===== src/rtl/arm_consts.svh =====
`ifndef ARM_CONSTS_SVH
`define ARM_CONSTS_SVH

// Timing
`define CLK_PERIOD_NS 10
`define LINK_PULSE_NS 10000

// Arm count
`define ARM_COUNT_W 14
`define ARM_COUNT_MAX 9999
`define ARM_COUNT_RST 14'h0001
`define ARM_COUNT_INF 14'h0000

// Trigger link
`define LINK_LINES 6
`define LINK_IN_RST 3'h0
`define LINK_OUT_RST 3'h1

// Error codes
`define ERR_CODE_W 10
`define SAVED_STATE_ERR 10'h1fe
`define ERR_NONE 10'h000

`endif


===== src/rtl/arm_pkg.sv =====
package arm_pkg;

  typedef enum logic [2:0] {
    SRC_MANUAL,
    SRC_IMMEDIATE,
    SRC_BUS,
    SRC_EXTERNAL,
    SRC_LINK,
    SRC_HOLD
  } arm_src_t;

  typedef enum logic [1:0] {
    ST_IDLE,
    ST_ARM_WAIT,
    ST_SCAN
  } arm_state_t;

endpackage


===== src/rtl/guard_if.sv =====
`timescale 1ns/1ns
`include "arm_consts.svh"
interface guard_if #(
  parameter int NUM_CHAN = 20,
  parameter int PAT_W = 2
);
  logic close_req;
  logic open_req;
  logic mode_wr;
  logic mode_val;
  logic restrict_wr;
  logic scan_wr;
  logic pat_wr;
  logic [NUM_CHAN-1:0] mask;
  logic [PAT_W-1:0] pat_idx;
  logic [NUM_CHAN-1:0] closed;
  logic [NUM_CHAN-1:0] restricted;
  logic [NUM_CHAN-1:0] scan_list;
  logic [NUM_CHAN-1:0] pat_rd;
  logic one_closure;
  logic refused;
  logic err_valid;
  logic [`ERR_CODE_W-1:0] err_code;

  modport ctrl (
    output close_req, open_req, mode_wr, mode_val, restrict_wr,
    output scan_wr, pat_wr, mask, pat_idx,
    input closed, restricted, scan_list, pat_rd, one_closure,
    input refused, err_valid, err_code
  );
  modport guard (
    input close_req, open_req, mode_wr, mode_val, restrict_wr,
    input scan_wr, pat_wr, mask, pat_idx,
    output closed, restricted, scan_list, pat_rd, one_closure,
    output refused, err_valid, err_code
  );
endinterface


===== src/rtl/arm_trigger_top.sv =====
// Behaviour
// RULE_01: Arm source picks one of six events
// RULE_02: Immediate source enters scan layer at once
// RULE_03: Manual source advances on step key
// RULE_04: Step key also arms bus/external/link sources
// RULE_05: Bus source advances on bus trigger
// RULE_06: External source advances on external trigger
// RULE_07: Link source watches chosen line, pulses output
// RULE_08: Refuse link config with equal in/out lines
// RULE_09: Hold source never enters scan layer
// RULE_10: Arm count 1 to 9999, default one
// RULE_11: Stored count zero means infinite arming
// RULE_12: Infinite arming never ends on count
// RULE_13: Bypass skips first external/link arm wait
// RULE_14: Acceptor waits for event every pass
// RULE_15: One-closure mode allows one closed channel
// RULE_16: One-closure close picks lowest slot/channel
// RULE_17: Enabling one-closure mode clears stored patterns
// RULE_18: Refuse one-closure mode with two closed
// RULE_19: Restricted channels never close
// RULE_20: Newly restricted entry raises 510, clears list
// RULE_21: Spent finite count returns to idle
`timescale 1ns/1ns
`include "arm_consts.svh"
module arm_trigger_top
  import arm_pkg::*;
#(
  parameter int SLOT_COUNT = 2,
  parameter int SLOT_CHANS = 10,
  parameter int PAT_COUNT = 4,
  parameter int COUNT_MAX = `ARM_COUNT_MAX
) (
  input wire logic clk_in,
  input wire logic sys_rst_in,
  input wire arm_src_t arm_src_in,
  input wire logic bypass_en_in,
  input wire logic count_wr_in,
  input wire logic [`ARM_COUNT_W-1:0] arm_count_in,
  input wire logic initiate_in,
  input wire logic abort_in,
  input wire logic scan_done_in,
  input wire logic step_key_in,
  input wire logic bus_trig_in,
  input wire logic ext_trig_in,
  input wire logic [`LINK_LINES-1:0] link_lines_in,
  input wire logic link_cfg_wr_in,
  input wire logic [2:0] link_in_sel_in,
  input wire logic [2:0] link_out_sel_in,
  input wire logic chan_close_in,
  input wire logic chan_open_in,
  input wire logic one_closure_wr_in,
  input wire logic one_closure_val_in,
  input wire logic restrict_wr_in,
  input wire logic scan_list_wr_in,
  input wire logic pat_wr_in,
  input wire logic [SLOT_COUNT*SLOT_CHANS-1:0] chan_mask_in,
  input wire logic [(PAT_COUNT>1 ? $clog2(PAT_COUNT) : 1)-1:0] pat_idx_in,
  output logic scan_start_out,
  output logic arm_wait_out,
  output logic busy_out,
  output logic [`ARM_COUNT_W-1:0] arm_count_out,
  output logic [`ARM_COUNT_W-1:0] passes_left_out,
  output logic count_reject_out,
  output logic [`LINK_LINES-1:0] link_lines_out,
  output logic link_cfg_reject_out,
  output logic [2:0] link_in_sel_out,
  output logic [2:0] link_out_sel_out,
  output logic [SLOT_COUNT*SLOT_CHANS-1:0] closed_mask_out,
  output logic [SLOT_COUNT*SLOT_CHANS-1:0] restricted_mask_out,
  output logic [SLOT_COUNT*SLOT_CHANS-1:0] scan_list_out,
  output logic [SLOT_COUNT*SLOT_CHANS-1:0] pat_rd_mask_out,
  output logic one_closure_mode_out,
  output logic chan_refused_out,
  output logic err_valid_out,
  output logic [`ERR_CODE_W-1:0] err_code_out
);
  localparam int NUM_CHAN = SLOT_COUNT * SLOT_CHANS;
  localparam int PAT_W = PAT_COUNT > 1 ? $clog2(PAT_COUNT) : 1;
  localparam int LINES = `LINK_LINES;
  localparam int PULSE_CYC =
    (`LINK_PULSE_NS + `CLK_PERIOD_NS - 1) / `CLK_PERIOD_NS;
  localparam int PCNT_W = $clog2(PULSE_CYC + 1);

  if (COUNT_MAX < 1 || COUNT_MAX >= (1 << `ARM_COUNT_W) ||
      NUM_CHAN < 2 || PAT_COUNT < 1 || PULSE_CYC < 8) begin : g_bad_cfg
    $error("arm_trigger_top: unsupported parameter values");
  end

  arm_state_t state_q, state_d;
  logic [LINES+1:0] pins_s, pins_prev_q, pins_rise;
  logic step_rise, ext_rise, link_sel_rise;
  logic [2:0] link_in_q, link_out_q;
  logic link_reject_q, link_cfg_bad;
  logic [`ARM_COUNT_W-1:0] count_q, passes_q;
  logic count_reject_q, infinite_q, first_pass_q;
  logic arm_event, bypass_now, go;
  logic scan_start_q, arm_wait_q, busy_q;
  logic [PCNT_W-1:0] pulse_cnt_q;
  logic [LINES-1:0] link_drive_q;

  // Pins cross in through two flops before edge detection
  sync2 #(
    .WIDTH(LINES + 2)
  ) u_pin_sync (
    .clk_in(clk_in),
    .sys_rst_in(sys_rst_in),
    .async_in({step_key_in, ext_trig_in, link_lines_in}),
    .sync_out(pins_s)
  );

  always_ff @(posedge clk_in) begin
    if (sys_rst_in) begin
      pins_prev_q <= '0;
    end else begin
      pins_prev_q <= pins_s;
    end
  end

  assign pins_rise = pins_s & ~pins_prev_q;
  assign step_rise = pins_rise[LINES+1];
  assign ext_rise = pins_rise[LINES];
  assign link_sel_rise = pins_rise[link_in_q]; // [RULE_07]

  // Trigger link line selection
  assign link_cfg_bad = link_in_sel_in == link_out_sel_in ||
                        link_in_sel_in >= 3'(LINES) ||
                        link_out_sel_in >= 3'(LINES);

  always_ff @(posedge clk_in) begin
    if (sys_rst_in) begin
      link_in_q <= `LINK_IN_RST;
      link_out_q <= `LINK_OUT_RST;
      link_reject_q <= 1'b0;
    end else if (link_cfg_wr_in) begin
      // A bad pair keeps the previous valid selection
      link_reject_q <= link_cfg_bad; // [RULE_08]
      if (!link_cfg_bad) begin
        link_in_q <= link_in_sel_in;
        link_out_q <= link_out_sel_in;
      end
    end
  end

  // Programmed arm count
  always_ff @(posedge clk_in) begin
    if (sys_rst_in) begin
      count_q <= `ARM_COUNT_RST; // [RULE_10]
      count_reject_q <= 1'b0;
    end else if (count_wr_in) begin
      count_reject_q <= arm_count_in > `ARM_COUNT_W'(COUNT_MAX);
      if (arm_count_in <= `ARM_COUNT_W'(COUNT_MAX)) begin
        count_q <= arm_count_in; // [RULE_10]
      end
    end
  end

  // Arm event selection
  assign bypass_now = bypass_en_in && first_pass_q; // [RULE_13] [RULE_14]

  always_comb begin
    arm_event = 1'b0;
    case (arm_src_in) // [RULE_01]
      SRC_IMMEDIATE: arm_event = 1'b1; // [RULE_02]
      SRC_MANUAL: arm_event = step_rise; // [RULE_03]
      SRC_BUS: arm_event = step_rise || bus_trig_in; // [RULE_04] [RULE_05]
      SRC_EXTERNAL: begin
        arm_event = step_rise || ext_rise || bypass_now; // [RULE_06]
      end
      SRC_LINK: begin
        arm_event = step_rise || link_sel_rise || bypass_now; // [RULE_07]
      end
      SRC_HOLD: arm_event = 1'b0; // [RULE_09]
      default: arm_event = 1'b0;
    endcase
  end

  assign go = state_q == ST_ARM_WAIT && arm_event && !abort_in;

  always_comb begin
    state_d = state_q;
    case (state_q)
      ST_IDLE: begin
        if (initiate_in && !abort_in) state_d = ST_ARM_WAIT;
      end
      ST_ARM_WAIT: begin
        if (abort_in) state_d = ST_IDLE;
        else if (go) state_d = ST_SCAN;
      end
      ST_SCAN: begin
        if (abort_in) begin
          state_d = ST_IDLE;
        end else if (scan_done_in) begin
          if (!infinite_q && passes_q == `ARM_COUNT_RST) begin
            state_d = ST_IDLE; // [RULE_21]
          end else begin
            state_d = ST_ARM_WAIT; // [RULE_12]
          end
        end
      end
      default: state_d = ST_IDLE;
    endcase
  end

  always_ff @(posedge clk_in) begin
    if (sys_rst_in) begin
      state_q <= ST_IDLE;
      arm_wait_q <= 1'b0;
      busy_q <= 1'b0;
      scan_start_q <= 1'b0;
    end else begin
      state_q <= state_d;
      arm_wait_q <= state_d == ST_ARM_WAIT;
      busy_q <= state_d != ST_IDLE;
      scan_start_q <= go;
    end
  end

  // Pass counter, loaded at initiate
  always_ff @(posedge clk_in) begin
    if (sys_rst_in) begin
      passes_q <= `ARM_COUNT_RST;
      infinite_q <= 1'b0;
    end else if (state_q == ST_IDLE && initiate_in && !abort_in) begin
      passes_q <= count_q;
      infinite_q <= count_q == `ARM_COUNT_INF; // [RULE_11]
    end else if (state_q == ST_SCAN && scan_done_in && !abort_in &&
                 !infinite_q) begin
      passes_q <= passes_q - `ARM_COUNT_W'(1); // [RULE_10]
    end
  end

  // Bypass applies to the first pass after initiate only
  always_ff @(posedge clk_in) begin
    if (sys_rst_in) begin
      first_pass_q <= 1'b0;
    end else if (state_q == ST_IDLE && initiate_in) begin
      first_pass_q <= 1'b1;
    end else if (go) begin
      first_pass_q <= 1'b0; // [RULE_13]
    end
  end

  // Outgoing link pulse; long enough for slow receivers
  always_ff @(posedge clk_in) begin
    if (sys_rst_in) begin
      pulse_cnt_q <= '0;
    end else if (go) begin
      pulse_cnt_q <= PCNT_W'(PULSE_CYC);
    end else if (pulse_cnt_q != '0) begin
      pulse_cnt_q <= pulse_cnt_q - PCNT_W'(1);
    end
  end

  for (genvar i = 0; i < LINES; i++) begin : g_link_out
    always_ff @(posedge clk_in) begin
      if (sys_rst_in) begin
        link_drive_q[i] <= 1'b0;
      end else begin
        link_drive_q[i] <= (go || pulse_cnt_q > PCNT_W'(1)) &&
                           link_out_q == 3'(i); // [RULE_07]
      end
    end
  end

  // Channel guard
  guard_if #(
    .NUM_CHAN(NUM_CHAN),
    .PAT_W(PAT_W)
  ) gi ();

  assign gi.close_req = chan_close_in;
  assign gi.open_req = chan_open_in;
  assign gi.mode_wr = one_closure_wr_in;
  assign gi.mode_val = one_closure_val_in;
  assign gi.restrict_wr = restrict_wr_in;
  assign gi.scan_wr = scan_list_wr_in;
  assign gi.pat_wr = pat_wr_in;
  assign gi.mask = chan_mask_in;
  assign gi.pat_idx = pat_idx_in;

  channel_guard #(
    .NUM_CHAN(NUM_CHAN),
    .PAT_COUNT(PAT_COUNT),
    .PAT_W(PAT_W)
  ) u_guard (
    .clk_in(clk_in),
    .sys_rst_in(sys_rst_in),
    .gi(gi)
  );

  assign scan_start_out = scan_start_q;
  assign arm_wait_out = arm_wait_q;
  assign busy_out = busy_q;
  assign arm_count_out = count_q;
  assign passes_left_out = passes_q;
  assign count_reject_out = count_reject_q;
  assign link_lines_out = link_drive_q;
  assign link_cfg_reject_out = link_reject_q;
  assign link_in_sel_out = link_in_q;
  assign link_out_sel_out = link_out_q;
  assign closed_mask_out = gi.closed;
  assign restricted_mask_out = gi.restricted;
  assign scan_list_out = gi.scan_list;
  assign pat_rd_mask_out = gi.pat_rd;
  assign one_closure_mode_out = gi.one_closure;
  assign chan_refused_out = gi.refused;
  assign err_valid_out = gi.err_valid;
  assign err_code_out = gi.err_code;

  // Checks
  logic [NUM_CHAN-1:0] chk_allowed, chk_lowest;
  logic chk_waiting;
  assign chk_allowed = chan_mask_in & ~gi.restricted;
  assign chk_lowest = chk_allowed & (~chk_allowed + 1'b1);
  assign chk_waiting = state_q == ST_ARM_WAIT && !abort_in;
endmodule


===== src/rtl/channel_guard.sv =====
`timescale 1ns/1ns
`include "arm_consts.svh"
module channel_guard #(
  parameter int NUM_CHAN = 20,
  parameter int PAT_COUNT = 4,
  parameter int PAT_W = 2
) (
  input wire logic clk_in,
  input wire logic sys_rst_in,
  guard_if.guard gi
);
  logic [NUM_CHAN-1:0] closed_q, restrict_q, scan_q, pat_rd_q;
  logic [NUM_CHAN-1:0] pat_q [PAT_COUNT];
  logic [NUM_CHAN-1:0] allowed, pick;
  logic [PAT_COUNT-1:0] pat_hit;
  logic one_q, refused_q, err_q, multi, scan_hit;
  logic t_rst, t_mode, t_close, t_open, t_store, mode_ok;
  logic [`ERR_CODE_W-1:0] code_q;

  // Restriction first, then mode, then close over open; list and pattern writes yield only to restriction and mode
  assign t_rst = gi.restrict_wr;
  assign t_mode = gi.mode_wr && !t_rst;
  assign t_close = gi.close_req && !t_rst && !gi.mode_wr;
  assign t_open = gi.open_req && !t_rst && !gi.mode_wr && !gi.close_req;
  assign t_store = !t_rst && !gi.mode_wr;
  assign allowed = gi.mask & ~restrict_q;
  assign pick = allowed & (~allowed + 1'b1);
  assign multi = |(closed_q & (closed_q - 1'b1));
  assign mode_ok = t_mode && gi.mode_val && !multi;
  assign scan_hit = |(scan_q & gi.mask);

  always_ff @(posedge clk_in) begin
    if (sys_rst_in) begin
      closed_q <= '0;
    end else if (t_close && one_q) begin
      // Index order is slot-major, so lowest bit is lowest slot/channel
      if (pick != '0) closed_q <= pick; // [RULE_15] [RULE_16] [RULE_19]
    end else if (t_close) begin
      closed_q <= closed_q | allowed; // [RULE_19]
    end else if (t_open) begin
      closed_q <= closed_q & ~gi.mask;
    end
  end

  always_ff @(posedge clk_in) begin
    if (sys_rst_in) begin
      one_q <= 1'b0;
    end else if (t_mode && !(gi.mode_val && multi)) begin
      one_q <= gi.mode_val; // [RULE_18]
    end
  end

  always_ff @(posedge clk_in) begin
    if (sys_rst_in) begin
      restrict_q <= '0;
      scan_q <= '0;
    end else if (t_rst) begin
      restrict_q <= gi.mask;
      if (scan_hit) scan_q <= '0; // [RULE_20]
    end else if (t_store && gi.scan_wr) begin
      scan_q <= gi.mask;
    end
  end

  for (genvar p = 0; p < PAT_COUNT; p++) begin : g_pat
    assign pat_hit[p] = |(pat_q[p] & gi.mask);
    always_ff @(posedge clk_in) begin
      if (sys_rst_in) begin
        pat_q[p] <= '0;
      end else if (mode_ok || (t_rst && pat_hit[p])) begin
        pat_q[p] <= '0; // [RULE_17] [RULE_20]
      end else if (t_store && gi.pat_wr && gi.pat_idx == PAT_W'(p)) begin
        pat_q[p] <= gi.mask;
      end
    end
  end

  always_ff @(posedge clk_in) begin
    if (sys_rst_in) begin
      err_q <= 1'b0;
      code_q <= `ERR_NONE;
      refused_q <= 1'b0;
      pat_rd_q <= '0;
    end else begin
      err_q <= t_rst && (scan_hit || |pat_hit); // [RULE_20]
      code_q <= (t_rst && (scan_hit || |pat_hit)) ? `SAVED_STATE_ERR
                                                  : `ERR_NONE;
      refused_q <= (t_close && |(gi.mask & restrict_q)) ||
                   (t_mode && gi.mode_val && multi); // [RULE_18] [RULE_19]
      pat_rd_q <= (int'(gi.pat_idx) < PAT_COUNT) ? pat_q[gi.pat_idx] : '0;
    end
  end

  assign gi.closed = closed_q;
  assign gi.restricted = restrict_q;
  assign gi.scan_list = scan_q;
  assign gi.pat_rd = pat_rd_q;
  assign gi.one_closure = one_q;
  assign gi.refused = refused_q;
  assign gi.err_valid = err_q;
  assign gi.err_code = code_q;
endmodule


===== src/rtl/sync2.sv =====
`timescale 1ns/1ns
module sync2 #(
  parameter int WIDTH = 1
) (
  input wire logic clk_in,
  input wire logic sys_rst_in,
  input wire logic [WIDTH-1:0] async_in,
  output logic [WIDTH-1:0] sync_out
);
  logic [WIDTH-1:0] meta_q;

  // First stage feeds only the second stage
  always_ff @(posedge clk_in) begin
    if (sys_rst_in) begin
      meta_q <= '0;
      sync_out <= '0;
    end else begin
      meta_q <= async_in;
      sync_out <= meta_q;
    end
  end
endmodule


===== config.mk =====
export PLATFORM = sky130hd
export DESIGN_NAME = arm_trigger_top
export DESIGN_NICKNAME = d
export VERILOG_FILES = /design/src/rtl/arm_pkg.sv /design/src/rtl/guard_if.sv /design/src/rtl/arm_trigger_top.sv /design/src/rtl/channel_guard.sv /design/src/rtl/sync2.sv
export VERILOG_INCLUDE_DIRS = /design/src /design/src/rtl
export SDC_FILE = /design/constraint.sdc
export NUM_CORES = 1
export LEC_CHECK = 0
export ABC_AREA = 1
export BUFFER_PORTS_ARGS = -buffer_cell sky130_fd_sc_hd__buf_2
export CAP_MARGIN = 20
export CELL_PAD_IN_SITES_DETAIL_PLACEMENT = 1
export CELL_PAD_IN_SITES_GLOBAL_PLACEMENT = 2
export CORE_ASPECT_RATIO = 0.9
export CORE_MARGIN = 8
export CORE_UTILIZATION = 32
export DETAILED_ROUTE_END_ITERATION = 16
export GPL_ROUTABILITY_DRIVEN = 0
export PLACE_DENSITY_LB_ADDON = 0.1
export RECOVER_POWER = 100
export SYNTH_ARGS = -nofsm -noshare
export SYNTH_HDL_FRONTEND = slang
export SYNTH_SLANG_ARGS = --single-unit
export TNS_END_PERCENT = 100

===== constraint.sdc =====
create_clock -name clk_in -period 3.67 [get_ports clk_in]
set_clock_uncertainty 0.15 [all_clocks]
set_input_delay 0.9175 -clock clk_in [delete_from_list [all_inputs] [get_ports clk_in]]
set_output_delay 0.9175 -clock clk_in [all_outputs]
set_load 0.1 [all_outputs]

==> results of run 1 <==
[power groups by stage]
stage               Combinational (mW)  Sequential (mW)  Clock [mW]
global route                      2.12             3.24        3.18
detailed placement                1.99             3.27           0
global placement                  1.98             3.26           0
CTS                               2.00             3.21        3.09
finish                            1.95             3.21        3.02
floorplan                        0.876             3.83           0
[cells in the mapped netlist, types with 10 or more instances]
library cell,number
nand2_1,285
nor2_1,242
dfxtp_1,166
inv_1,160
a21oi_1,94
o21ai_0,83
nand3_1,81
edfxtp_1,80
clkbuf_1,46
a221oi_1,25
nand4_1,25
nor2_2,24
o22ai_1,20
nand2_2,18
nor3_1,18
a31oi_1,16
buf_2,16
buf_4,13
xor2_1,11
a22o_1,10
[cell families (layout without fill, tap and decap cells)]
kind of cell,after synthesis,after routing,share of synthesized area
other cells,1,2,0.0003164
fa+ha+maj,4,4,0.004223
buf+inv,257,470,0.09195
xor+xnor,18,18,0.01330
flops,246,246,0.4831
simple gates,727,727,0.2701
compound gates,275,275,0.1370
[metal layers]
| metal | track usage | vias up |
|---|---|---|
| met3 | 0.03816 | 77 |
| li1 | - | 5435 |
| met1 | 0.3044 | 5600 |
| met4 | 0.06323 | 0 |
| met5 | 0 | - |
| met2 | 0.3583 | 338 |
[final timing paths]
path                         from                      to  slack [ps]
max reg2reg  u_guard.gi.closed[0]     u_guard.pat_q[2][8]         560
min reg2reg  u_pin_sync.meta_q[3]  u_pin_sync.sync_out[3]         260
max                 pat_idx_in[1]     u_guard.pat_q[1][5]         460
min          u_pin_sync.meta_q[3]  u_pin_sync.sync_out[3]         260
[final cells by class]
type                    instances  area share
flip-flops and latches        246      0.4061
multi-input cells            1026      0.3567
repair buffers                246     0.07916
clock buffers                  45     0.06079
inverters                     171     0.04553
well taps                     483     0.04286
clock inverters                 8    0.008875
[worst reg2reg max path: cells and delay by family, from the launching register on]
family / cells / cell delay, ps
flip-flops: 1 / 360
AND/OR/NAND/NOR: 9 / 2140
AO/OA/AOI/OAI: 1 / 180
[flip-flops by register name, summed over array words and instances (netlist names), 6 cells and up]
| name | cells |
|---|---|
| u_guard.pat_q | 80 |
| u_guard.gi.closed | 20 |
| u_guard.gi.pat_rd | 20 |
| u_guard.gi.restricted | 20 |
| u_guard.gi.scan_list | 20 |
| arm_count_out | 14 |
| passes_left_out | 14 |
| pulse_cnt_q | 10 |
| pins_prev_q | 8 |
| u_pin_sync.meta_q | 8 |
| u_pin_sync.sync_out | 8 |
| link_lines_out | 6 |
==> metrics.cfg, run 1 <==
[synth]
synth_top_area_frac=0.2804
synth_edf_count=80
ys_ff_latch=246
yosysUniqueCellTypes=48
synth_area_um2=11850
yosysTopAreaCell=dfxtp_1
synth_ff_type=dfxtp_1
syn_inst=1528
avgSynthCellArea_um2=7.757
synthArstFlopShare=0
ys_warn_count=0
ys_top_cells_by_area=dfxtp_1 (28%), edfxtp_1 (20%), nand2_1 (9.0%)
ys_seq_area_frac=0.4831

[setup_path]
worstSetupStartpointType=input pin
reg2regPathDepth=10
end_kind=flip-flop
path_cells=clkbuf_1 > inv_1 > nand2_1 > inv_1 > nand4_1 > clkbuf_1 > nand4_1 > clkbuf_2
crit_slowest_cell=clkbuf_1
crit_cells=8
cp_max_fo=17
crit_required_ps=3790
arrival_ps=3330
slowest_delay_ps=870
critPathKind=input pin to flip-flop
critPathTopFamily=buffers and inverters
crit_buf_inv=5

[sta]
final_hold_viol_count=0
slew_headroom=0.08864
fin_tns_setup_ps=0
period_needed_ps=3210
fmax_ghz=0.3115
setup_viol=0
slew_violations=0
hold_ws_ps=256.0
worst_pin_slew_ps=1373
rsz0062_at_grt=false
setup_slack_ps=459.9
post-route-period-util=0.8747

[drt]
viasPerCell=5.146
highest_layer=met4
drt-total-wl_um=49660
drtPass1Iterations=5
drtIter0Drc=857
drc=0
vias=11450
ant_nets=0
wl_met3_um=2944
route.met2.wl_um=22460
wl_per_cell_um=22.32
wl_met1_um=22860

[clock_tree]
cts_made_buffers=29
root_buffer=clkbuf_16
cts.hold.buffers_added=0
cts_setup_buffers=0
cts_tree=built
clkTransAtPathRegs_ps=60
cts.path.max_buffers=3
ctsHtreeMaxLevel=1
clk_latency_ps=570
cts_resized=0
cts_sinks=246

[cells_and_area]
final_cell_mix=nand2_1 (286), nor2_1 (244), dfxtp_1 (166), inv_1 (160), clkbuf_1 (158)
post-route-util=0.3822
final_common_cell=nand2_1
fill_cells=4621
syn2layout_area_growth_pct=18.95
diodes=0
seqCellArea_um2=5725
layout-drive-gt1-share=0.1165
final_area_um2=14100
nets=1793
stdcell_count=2225
multiInputGateArea_um2=5029

[floorplanning]
die_area_um2=43460
die_h_um=198.6
initial_utilization=0.3213
coreArea_um2=36890
pin_count=207
rows=67
dieWidth_um=218.9

[pwr]
power_mw=8.185
switchingPower_mw=2.907
p_seq_frac=0.392
internal_power_mw=5.278
p_per_area_nw_per_um2=580.6
pwr-share-comb=0.238
sw_frac_of_total=0.3552
p_leak_nw=5.902
pwr-share-clk=0.369
peakVddDrop_mv=0.3371

[placement]
post-place-ws_ps=321.3
dp_cells=2172
dp_hpwl_um=37210
port_buffers=204
dpl_cell_area_um2=13350

[run_status]
outcome=completed

[global_route]
grt_max_degree=56
gr-total-overflow=0
grtUsageTotal=0.2227
grt_pass1_vias=11830
grt_pass1_wl_um=74170
grt_antenna_before_repair=0

[min_path]
hold_class=flip-flop to flip-flop
min_path_cells=2

[run]
max-cap-violations=0

Power figures use the tool's default switching activity.
==> run 2: changes to the inputs <==
CAP_MARGIN = not set   (was 20)
REMOVE_ABC_BUFFERS = 1   (was not set)
==> run 2 against run 1 <==
The flow now finishes with violations (max-capacitance violations, max-slew violations). Register-to-register slack better by 60 ps. Sequential share of layout area increased by 0.48 points. Sequential power about the same. Critical path type unchanged.
==> metrics.cfg, run 2 (synthesized netlist as in run 1, its figures left out) <==
[pwr]
peakVddDrop_mv=0.3420  ; +1.5%
switchingPower_mw=2.807  ; -3.4%
p_seq_frac=0.414  ; +0.022
pwr-share-clk=0.337  ; -0.032
pwr-share-comb=0.249  ; +0.011
internal_power_mw=4.929  ; -6.6%
p_leak_nw=5.855  ; -0.80%
power_mw=7.736  ; -5.5%
sw_frac_of_total=0.3629  ; +0.007679
p_per_area_nw_per_um2=555.2  ; -4.4%

[global_route]
grt_util_met1=0.2670  ; -0.03743
met3_usage=0.02797  ; -0.01019
grtUsageTotal=0.2075  ; -0.01520
grt_pass1_wl_um=70660  ; -4.7%
met2_usage=0.3597  ; +0.001379
grt_pass1_vias=11690  ; -1.2%
grt_antenna_before_repair=0  ; unchanged
grt_max_degree=65  ; +16%
grt-busiest-layer=met2
gr-total-overflow=0  ; unchanged

[setup_path]
crit_required_ps=3970  ; +180 ps
cp_max_fo=25  ; +8
end_kind=flip-flop
critPathKind=input pin to flip-flop
worstSetupStartpointType=input pin
rrSetupSlack_ps=620  ; +60 ps
arrival_ps=3370  ; +40 ps

[sta]
slew_violations=22  ; +22
final_hold_viol_count=0  ; unchanged
period_needed_ps=3065  ; -144.7 ps
worst_pin_slew_ps=1502  ; +129.1 ps
fmax_ghz=0.3262  ; +4.7%
rsz0062_at_grt=false
setup_viol=0  ; unchanged
hold_ws_ps=251.7  ; -4.277 ps
post-route-period-util=0.8352  ; -0.03944
setup_slack_ps=604.7  ; +144.7 ps
slew_headroom=-0.001328  ; -0.08997

[drt]
ant_nets=0  ; unchanged
viasPerCell=5.043  ; -2.0%
drtIter0Drc=590  ; -31%
drtPass1Iterations=5  ; unchanged
wl_per_cell_um=20.64  ; -7.5%
drc=0  ; unchanged
drt-total-wl_um=45900  ; -7.6%
vias=11220  ; -2.0%

[cells_and_area]
diodes=0  ; unchanged
largest_register_ffs=80  ; unchanged
multiInputGateArea_um2=4975  ; -1.1%
fill_cells=4590  ; -0.67%
top_register=u_guard.pat_q
post-route-util=0.3777  ; -0.004477
seqCellArea_um2=5725  ; unchanged
syn2layout_area_growth_pct=17.56
nets=1796  ; +0.17%
final_area_um2=13930  ; -1.2%
final_common_cell=nand2_1
layout-drive-gt1-share=0.1080  ; -0.008549
final_cell_mix=nand2_1 (288), nor2_1 (258), dfxtp_1 (166), inv_1 (160), clkbuf_1 (155)

[clock_tree]
cts_tree=built
cts.hold.buffers_added=0  ; unchanged
cts.path.max_buffers=3  ; unchanged
ctsHtreeMaxLevel=1  ; unchanged
cts_resized=0  ; unchanged
root_buffer=clkbuf_16
cts_setup_buffers=0  ; unchanged
cts_sinks=246  ; unchanged
cts_made_buffers=29  ; unchanged
clk_latency_ps=560  ; about the same
clkTransAtPathRegs_ps=60  ; about the same

[run_status]
outcome=finished, violations left
failed_checks=max-capacitance violations, max-slew violations

[placement]
post-place-ws_ps=647.6  ; +326.3 ps
dpl_cell_area_um2=13390  ; +0.26%
port_buffers=204  ; unchanged
dp_hpwl_um=34820  ; -6.4%

[floorplanning]
pin_count=207  ; unchanged
die_area_um2=43460  ; unchanged
initial_utilization=0.3213  ; unchanged
die_h_um=198.6  ; unchanged
dieWidth_um=218.9  ; unchanged
coreArea_um2=36890  ; unchanged
rows=67  ; unchanged

[run]
max-cap-violations=1  ; +1

[min_path]
hold_class=flip-flop to flip-flop

## run 2: cell count changes in the layout (fill, tap and decap cells not counted), moves of 3 or more
| cell | previous run | this run |
|---|---|---|
| clkbuf_2 | 8 | 3 |
| clkbuf_8 | 5 | 1 |
| buf_2 | 62 | 67 |
| bufinv_16 | 3 | 0 |
| nor2_1 | 244 | 258 |
| nor2_2 | 23 | 10 |
| clkbuf_1 | 158 | 155 |
| clkinv_2 | 2 | 7 |
| buf_4 | 28 | 32 |
## run 2: final cells by class
cell class	count	share of cell area
clock inverter	10	0.003951
clock buffer	39	0.05550
timing repair buffer	249	0.08315
sequential	246	0.4109
multi-input combinational	1026	0.3570
tap	483	0.04337
inverter	171	0.04607
## run 2: final timing paths
| path | startpoint | end | cells after the start |
|---|---|---|---|
| worst max-delay path | restrict_wr_in | u_guard.gi.closed[11] | 13 |
| worst min-delay path | u_pin_sync.meta_q[6] | u_pin_sync.sync_out[6] | 2 |
| worst max register to register | u_guard.gi.closed[0] | u_guard.pat_q[1][17] | 10 |
| worst min register to register | u_pin_sync.meta_q[6] | u_pin_sync.sync_out[6] | 2 |
## run 2: power by group through the flow
stage               Clock [mW]  Combinational [mW]  Sequential, mW
finish                    2.61                1.93            3.20
global route              2.80                2.09            3.23
CTS                       2.69                1.98            3.20
detailed placement           0                1.98            3.26
global placement             0                1.96            3.25
floorplan                    0               0.775            3.87
## run 2: metrics by stage
step	instances	TNS, ps
2_1_floorplan	1443	-39150
3_3_place_gp	2175	0
3_5_place_dp	2175	0
4_1_cts	2224	0
5_1_grt	2224	0
6_report	2224	0
## run 2: worst max-delay path: stages
cell	delay (ps)
buf_2	210
nor2_1	460
nand2_1	470
nor2_1	320
inv_2	60
nor2_1	100
nand2_1	90
nor2_4	160
nand2_8	150
nand2_4	200
nand2_1	80
nand2_1	60
nor2_1	40
## run 2: layer usage
layer,part of all wire,up-vias
met1,0.45,5493
met5,0,-
met3,0.037,72
li1,-,5439
met4,0.029,0
met2,0.48,212
